===== config.mk =====
export PLATFORM = sky130hd
export DESIGN_NAME = psoam_regs
export DESIGN_NICKNAME = d
export VERILOG_FILES = /design/src/common/psoam_pkg.sv /design/src/psoam_regs.sv /design/src/psoam_repeat.sv
export VERILOG_INCLUDE_DIRS = /design/src /design/src/common
export SDC_FILE = /design/constraint.sdc
export NUM_CORES = 1
export LEC_CHECK = 0
export BUFFER_PORTS_ARGS = -buffer_cell sky130_fd_sc_hd__buf_2
export CORE_MARGIN = 2
export CORE_UTILIZATION = 26
export CTS_CLUSTER_DIAMETER = 40
export DETAILED_ROUTE_END_ITERATION = 8
export MAX_ROUTING_LAYER = met4
export PLACE_DENSITY_LB_ADDON = 0.12
export SYNTH_ARGS = -nofsm -noshare
export SYNTH_HDL_FRONTEND = slang
export SYNTH_SLANG_ARGS = --single-unit

===== constraint.sdc =====
create_clock -name sys_clk -period 2.1 [get_ports sys_clk]
set_input_delay 0 -clock sys_clk [delete_from_list [all_inputs] [get_ports sys_clk]]
set_output_delay 0 -clock sys_clk [all_outputs]
set_load 0.01 [all_outputs]

===== src/common/psoam_map.svh =====
`ifndef PSOAM_MAP_SVH
`define PSOAM_MAP_SVH

// ****************************************
// Register offsets
// ****************************************
`define PSOAM_P1_STATUS_OFS 8'h1f
`define PSOAM_P2_STATUS_OFS 8'h2f
`define PSOAM_P3_STATUS_OFS 8'h3f
`define PSOAM_OAM_ADDR_OFS 8'h40

// ****************************************
// Status field positions
// ****************************************
`define PSOAM_XOVER_BIT 7
`define PSOAM_RSVD_BIT 6
`define PSOAM_POLRV_BIT 5
`define PSOAM_TXFC_BIT 4
`define PSOAM_RXFC_BIT 3
`define PSOAM_SPEED_BIT 2
`define PSOAM_DUPLEX_BIT 1
`define PSOAM_FEF_BIT 0

// ****************************************
// OAM address register fields
// ****************************************
`define PSOAM_REPEAT_MSB 7
`define PSOAM_REPEAT_LSB 5
`define PSOAM_ADDR_MSB 4
`define PSOAM_ADDR_LSB 0
`define PSOAM_ADDR_MIN 5'h01
`define PSOAM_ADDR_MAX 5'h1d

// ****************************************
// Reset values
// ****************************************
`define PSOAM_STATUS_RST 8'h80
`define PSOAM_OAM_ADDR_RST 8'h01

// ****************************************
// Repeat codes
// ****************************************
`define PSOAM_REP_ONE 3'h0
`define PSOAM_REP_TWO 3'h1
`define PSOAM_REP_THREE 3'h2
`define PSOAM_REP_FOUR 3'h5
`define PSOAM_REP_FIVE 3'h4

// ****************************************
// Converter role strap code
// ****************************************
`define PSOAM_ROLE_CENTER 2'h1

`endif


===== src/common/psoam_pkg.sv =====
package psoam_pkg;

  typedef logic [7:0] psoam_byte_t;
  typedef logic [4:0] psoam_addr_t;

  typedef enum logic [1:0] {
    PSOAM_IND_CENTER,
    PSOAM_IND_TERMINAL,
    PSOAM_IND_LOOP_STOP,
    PSOAM_OTHER
  } psoam_frame_e;

endpackage


===== src/psoam_regs.sv =====
`timescale 1ns/1ns
`include "psoam_map.svh"

// Overview of operation
// - Status bit 7 selects crossover algorithm, reset 1, transceiver ports.
// - Status bit 5 reads reversed receive polarity; meaningless on port 3.
// - Polarity and crossover bits do not apply on port 3.
// - Status bit 4 reads transmit pause activity.
// - Status bit 3 reads receive pause activity.
// - Status bit 2 reads link speed, 1 for 100Mbps.
// - Status bit 1 reads duplex, 1 for full.
// - Status bit 0 reads far-end fault, port 1 only.
// - OAM bits 7-5 set indication frame copies per change.
// - Copy count applies to three indication frame types only.
// - OAM bits 4-0 hold port 1 address, valid 1 to 29.
// - Port 2 answers at port 1 address plus one.
// - Center role keeps port 1 and converter off until a write of a valid (1 to 29) address.
// - Far-end fault reported only while its disable control is zero.
module psoam_regs
  import psoam_pkg::*;
#(
  parameter int NUM_PORTS = 3
) (
  // Clock and reset
  input wire logic sys_clk,
  input wire logic reset_n,
  // Register access from the serial management port
  input wire logic reg_wr,
  input wire logic reg_rd,
  input wire logic [7:0] reg_addr,
  input wire logic [7:0] reg_wdata,
  output psoam_byte_t reg_rdata,
  // Live port state, index 0 is port 1
  input wire logic [NUM_PORTS-1:0] polarity_reversed,
  input wire logic [NUM_PORTS-1:0] tx_pause_active,
  input wire logic [NUM_PORTS-1:0] rx_pause_active,
  input wire logic [NUM_PORTS-1:0] speed_100,
  input wire logic [NUM_PORTS-1:0] full_duplex,
  input wire logic far_end_fault_seen,
  input wire logic far_end_fault_disable,
  // Crossover algorithm select per transceiver port
  output logic [1:0] crossover_algo_select,
  // Converter role straps
  input wire logic converter_role_strap_hi,
  input wire logic converter_role_strap_lo,
  // Transceiver management addressing
  input wire logic [4:0] mgmt_access_addr,
  output logic mgmt_hit_port1,
  output logic mgmt_hit_port2,
  output psoam_addr_t port1_mgmt_addr,
  // Converter control
  output logic port1_enable,
  output logic center_conv_run,
  output logic fef_pattern_enable,
  // Indication frame requests
  input wire logic frame_req,
  input wire psoam_frame_e frame_kind,
  output logic frame_busy,
  output logic frame_send,
  input wire logic frame_done
);

  // ****************************************
  // Storage
  // ****************************************
  logic [1:0] xover;
  logic [2:0] repeat_code;
  psoam_addr_t addr_field;
  logic addr_written;
  logic [1:0] strap_role;
  logic role_caught;
  psoam_byte_t rdata;

  // ****************************************
  // Decode
  // ****************************************
  wire hit_p1 = (reg_addr == `PSOAM_P1_STATUS_OFS);
  wire hit_p2 = (reg_addr == `PSOAM_P2_STATUS_OFS);
  wire hit_p3 = (reg_addr == `PSOAM_P3_STATUS_OFS);
  wire hit_oam = (reg_addr == `PSOAM_OAM_ADDR_OFS);
  wire wr_p1 = reg_wr && hit_p1;
  wire wr_p2 = reg_wr && hit_p2;
  wire wr_oam = reg_wr && hit_oam;
  wire [4:0] wr_addr =
    reg_wdata[`PSOAM_ADDR_MSB:`PSOAM_ADDR_LSB];
  wire addr_ok = (wr_addr >= `PSOAM_ADDR_MIN) &&
    (wr_addr <= `PSOAM_ADDR_MAX);
  wire center_role = (strap_role == `PSOAM_ROLE_CENTER);
  wire fef_live = far_end_fault_seen && !far_end_fault_disable;

  function automatic psoam_byte_t status_of(input int p);
    psoam_byte_t s;
    s = 8'h00;
    s[`PSOAM_RSVD_BIT] = 1'b0;
    if (p < 2) begin
      s[`PSOAM_XOVER_BIT] = xover[p];
      s[`PSOAM_POLRV_BIT] = polarity_reversed[p];
    end
    s[`PSOAM_TXFC_BIT] = tx_pause_active[p];
    s[`PSOAM_RXFC_BIT] = rx_pause_active[p];
    s[`PSOAM_SPEED_BIT] = speed_100[p];
    s[`PSOAM_DUPLEX_BIT] = full_duplex[p];
    if (p == 0) begin
      s[`PSOAM_FEF_BIT] = fef_live;
    end
    return s;
  endfunction

  wire [7:0] oam_value = {repeat_code, addr_field};

  always_comb begin
    rdata = 8'h00;
    if (hit_p1) begin
      rdata = status_of(0);
    end else if (hit_p2) begin
      rdata = status_of(1);
    end else if (hit_p3) begin
      // Port 3 crossover bit is not stored, reads as the reset value
      rdata = status_of(2) | (8'h01 << `PSOAM_XOVER_BIT);
    end else if (hit_oam) begin
      rdata = oam_value;
    end
  end

  // ****************************************
  // Registers
  // ****************************************
  always_ff @(posedge sys_clk) begin
    if (!reset_n) begin
      xover <= 2'h3;
      repeat_code <= 3'(`PSOAM_OAM_ADDR_RST >> `PSOAM_REPEAT_LSB);
      addr_field <= 5'(`PSOAM_OAM_ADDR_RST);
      addr_written <= 1'b0;
    end else begin
      if (wr_p1) begin
        xover[0] <= reg_wdata[`PSOAM_XOVER_BIT];
      end
      if (wr_p2) begin
        xover[1] <= reg_wdata[`PSOAM_XOVER_BIT];
      end
      if (wr_oam) begin
        repeat_code <= reg_wdata[`PSOAM_REPEAT_MSB:`PSOAM_REPEAT_LSB];
      end
      if (wr_oam && addr_ok) begin
        addr_field <= wr_addr;
        addr_written <= 1'b1;
      end
    end
  end

  // Straps caught once after reset release
  always_ff @(posedge sys_clk) begin
    if (!reset_n) begin
      role_caught <= 1'b0;
      strap_role <= 2'h0;
    end else if (!role_caught) begin
      role_caught <= 1'b1;
      strap_role <= {converter_role_strap_hi, converter_role_strap_lo};
    end
  end

  always_ff @(posedge sys_clk) begin
    if (!reset_n) begin
      reg_rdata <= 8'h00;
    end else if (reg_rd) begin
      reg_rdata <= rdata;
    end
  end

  // ****************************************
  // Outputs
  // ****************************************
  assign crossover_algo_select = xover;
  assign port1_mgmt_addr = addr_field;
  assign mgmt_hit_port1 = (mgmt_access_addr == addr_field);
  assign mgmt_hit_port2 = (mgmt_access_addr == addr_field + 5'h01);
  assign port1_enable = role_caught &&
    (!center_role || addr_written);
  assign center_conv_run = role_caught && center_role &&
    addr_written;
  assign fef_pattern_enable = !far_end_fault_disable;

  psoam_repeat u_repeat (
    .sys_clk(sys_clk),
    .reset_n(reset_n),
    .repeat_code(repeat_code),
    .frame_req(frame_req && center_conv_run),
    .frame_kind(frame_kind),
    .frame_busy(frame_busy),
    .frame_send(frame_send),
    .frame_done(frame_done)
  );
endmodule


===== src/psoam_repeat.sv =====
`timescale 1ns/1ns
`include "psoam_map.svh"

// ****************************************
// Copy counter for outgoing OAM frames
// ****************************************
module psoam_repeat
  import psoam_pkg::*;
(
  // Clock and reset
  input wire logic sys_clk,
  input wire logic reset_n,
  // Setting
  input wire logic [2:0] repeat_code,
  // Frame request
  input wire logic frame_req,
  input wire psoam_frame_e frame_kind,
  output logic frame_busy,
  // Frame send strobes
  output logic frame_send,
  input wire logic frame_done
);

  logic [2:0] remaining;
  logic [2:0] next_remaining;
  logic [2:0] copies;
  logic is_ind;

  function automatic logic [2:0] copies_of(input logic [2:0] code);
    case (code)
      `PSOAM_REP_ONE: copies_of = 3'h1;
      `PSOAM_REP_TWO: copies_of = 3'h2;
      `PSOAM_REP_THREE: copies_of = 3'h3;
      `PSOAM_REP_FOUR: copies_of = 3'h4;
      `PSOAM_REP_FIVE: copies_of = 3'h5;
      default: copies_of = 3'h1;
    endcase
  endfunction

  assign is_ind = (frame_kind != PSOAM_OTHER);
  assign copies = is_ind ? copies_of(repeat_code) : 3'h1;
  assign frame_busy = (remaining != 3'h0);
  assign frame_send = frame_busy;

  always_comb begin
    next_remaining = remaining;
    if (!frame_busy && frame_req) begin
      next_remaining = copies;
    end else if (frame_busy && frame_done) begin
      next_remaining = remaining - 3'h1;
    end
  end

  always_ff @(posedge sys_clk) begin
    if (!reset_n) begin
      remaining <= 3'h0;
    end else begin
      remaining <= next_remaining;
    end
  end
endmodule


==> results by group <==
Run status
  • Status: completed

Clock network
  • CTS Buf Count: 3
  • Hold buffers post-CTS: 6
  • Root buf cell: clkbuf_8
  • Post-CTS sizing: 0
  • Clock sink count: 25
  • Worst skew pair latency: 270 ps
  • Clock transition at path regs: 100 ps
  • Htree depth: 1
  • CTS tree: yes
  • # Post-CTS Setup Buffers: 0
  • Clock Tree Buf Depth: 2

Synthesis
  • Syn Nets: 216
  • Yosys reg bits: 25
  • Mapped Avg Cell Area: 8.728 um^2
  • Combinational family with the most area after synthesis: compound AO/OA/AOI/OAI gates
  • Synth Area in Simple Gates: 0.2346
  • Adder-cell share of the synthesized area: 0.02606
  • Count of cell types in the netlist: 46
  • Async set-reset flop share out of synthesis: 0
  • Synthesized area: 1440 um^2
  • Sequential element share of the synthesized area: 0.3475
  • Compound-gate portion of the synthesized area: 0.2624
  • Mux contribution to synthesized area: 0.02085
  • Number of synthesized flops with an enable pin: 0
  • Mapped Cells: 165
  • Warnings, synthesis: 0
  • Xor-xnor portion of the synthesized cell area: 0.06082
  • Main flop type after synthesis: dfxtp_1

Worst hold path
  • Worst Hold Depth: 1
  • HP Class: primary input to flop
  • Hold Startpoint: reset_n
  • Hold EP: role_caught

Route
  • DR DRC count: 0
  • Average wire per standard cell: 13.31 um
  • Via/cell ratio: 4.813
  • Final WL: 4126 um
  • Vias: 1,492
  • Router iterations before antenna repair: 4
  • Post-route ant nets: 0
  • Violation count after the first detailed-route iteration: 52

Run
  • Max_cap viols: 0

Critical path
  • Worst r2r src: role_caught
  • Critical Path Start Type: flop
  • Worst reg2reg setup slack: 680 ps
  • Setup CP Type: flop to output pin
  • Max stage delay on crit path: 480 ps
  • Max Fanout on Critical Path: 6
  • Critical Path Sink Type: output pin
  • CP Launch Point: port1_mgmt_addr[0]
  • Reg2reg end: u_repeat.remaining[1]
  • WP buf/inv: 1
  • Cell family with the largest share of critical-path delay: flip-flops
  • Data arrival, critical path: 1810 ps
  • Worst endpoint required time: 2100 ps
  • Critical path, cell by cell: ha_1 > xor2_1 > nor4_1 > o221a_2 > buf_2
  • CP max-delay cell: dfxtp_1
  • Reg2Reg Depth: 4

Place
  • Placer congestion estimate: 0.6978
  • PortBufs: 68
  • Post-DP HPWL: 3194 um

Floorplan
  • Boundary Pins: 70
  • Initial core utilization: 0.2648
  • Die ar.: 6150 um^2
  • Die height: 78.43 um
  • Core area: 5439 um^2
  • Core Rows: 27
  • Die extent in x: 78.43 um

STA
  • Tmin final: 1811 ps
  • Hold Fails Final Rpt: 0
  • Setup violators final: 0
  • Final worst-path cycle share: 0.8624
  • Sum Neg Setup Slack: 0 ps
  • Fin. max-slew vios: 0
  • Clock skew: 7.976 ps
  • Worst-Margin Slew: 474.2 ps
  • RSZ-0062 raised after global routing: no
  • Max_slew headroom: 0.6827
  • Fmax: 0.5522 GHz

Layout
  • Layout cells sized above 1: 0.3403
  • Core Util, Final: 0.3584
  • Most common cell after layout, fill and taps aside: buf_2
  • Most frequent cells in the layout: 68 x buf_2, 25 x dfxtp_1, 16 x nand2_1
  • Antenna cells: 0
  • Layout area overhead: 35.36%
  • Layout Nets: 290

GRT
  • First-pass GRT wire length: 6762 um
  • Antenna violations before repair: 0
  • Tot GR Track Use: 0.1403
  • Largest net degree at the start of global routing: 15
  • Remaining Overflow, GRT: 0
  • Vias in the first global route: 1,431

Power and ir drop
  • Pint: 805.0 uW
  • Static leakage: 0.8405 nW
  • Net Switching: 370.0 uW
  • Sw frac: 0.3149
  • Maximum VDD drop: 0.3467 mV
  • Clock network power share: 0.249
  • Logic pwr share: 0.307
  • Power per standard cell area: 602.8 nW/um^2
  • Sequential share of power: 0.444
worst max path at each step:
stage,slack [ps],depth (start not counted),endpoint
2_1_floorplan,720,6,u_repeat.remaining[1]
5_1_grt,160,5,mgmt_hit_port2
4_1_cts,280,5,mgmt_hit_port2
3_5_place_dp,590,5,mgmt_hit_port2
6_report,290,5,mgmt_hit_port2
3_3_place_gp,600,5,mgmt_hit_port2
power by group through the flow:
stage / Combinational, mW / Clock [mW] / Sequential, mW
6_report: 0.361 / 0.293 / 0.522
3_3_place_gp: 0.355 / 0 / 0.532
4_1_cts: 0.365 / 0.300 / 0.522
5_1_grt: 0.414 / 0.327 / 0.527
3_5_place_dp: 0.356 / 0 / 0.533
2_1_floorplan: 0.250 / 0 / 0.530
stage by stage:
step / setup slack [ps] / cells / total power [mW] / cell area, um^2 / hold slack [ps]
2_1_floorplan: 722.9 / 165 / 0.7795 / 1440 / 27.72
3_3_place_gp: 598.9 / 300 / 0.8880 / 1843 / 238.5
3_5_place_dp: 588.4 / 300 / 0.8886 / 1843 / 233.4
4_1_cts: 275.7 / 310 / 1.187 / 1949 / 5.770
5_1_grt: 161.5 / 310 / 1.268 / 1949 / 0.6080
6_report: 288.9 / 310 / 1.175 / 1949 / 0.3580
layer usage:
metal  vias up  track usage  wire length, um
met4         0      0.02105               16
met3         2      0.02989              214
met1       687       0.1832             2015
li1        764            -                -
met5         -            -                0
met2        39       0.2293             1880
synthesized netlist by cell type (all sizes together) (2+ instances only):
library cell | instances | area share
a21oi | 11 | 0.038
a221oi | 4 | 0.024
a22oi | 8 | 0.042
a31oi | 2 | 0.0087
and2 | 3 | 0.014
and3 | 4 | 0.017
and4 | 2 | 0.012
buf | 4 | 0.019
clkbuf | 2 | 0.0052
dfxtp | 25 | 0.35
ha | 3 | 0.026
inv | 8 | 0.021
mux2i | 3 | 0.021
nand2 | 16 | 0.042
nand3 | 11 | 0.038
nor2 | 7 | 0.018
nor2b | 2 | 0.0087
nor3 | 3 | 0.010
nor4 | 2 | 0.0087
nor4b | 2 | 0.017
o21ai | 9 | 0.031
o221a | 5 | 0.039
o31a | 2 | 0.012
or2 | 2 | 0.0087
xnor2 | 6 | 0.036
xor2 | 4 | 0.024
registers in the layout, summed over array words and instances (netlist names):
name / flops
addr_written: 1
crossover_algo_select: 2
port1_mgmt_addr: 5
reg_rdata: 8
repeat_code: 3
role_caught: 1
strap_role: 2
u_repeat.remaining: 3
cell type report:
class,count,area (um^2)
clock inverters,1,5.005
flip-flops and latches,25,500.5
repair buffers,75,407.9
well taps,72,90.09
multi-input cells,125,870.8
fillers,572,3490
inverters,9,33.78
clock buffers,3,41.29
cell families (layout without fill, tap and decap cells):
| group | after synthesis | after routing |
|---|---|---|
| adders and majority gates | 3 | 3 |
| DFF | 25 | 25 |
| xor gates and xnor gates | 10 | 10 |
| buffers and inverters | 15 | 88 |
| and+or+nand+nor | 59 | 59 |
| muxes | 3 | 3 |
| AOI/OAI and AO/OA | 50 | 50 |
Power figures use the tool's default switching activity.
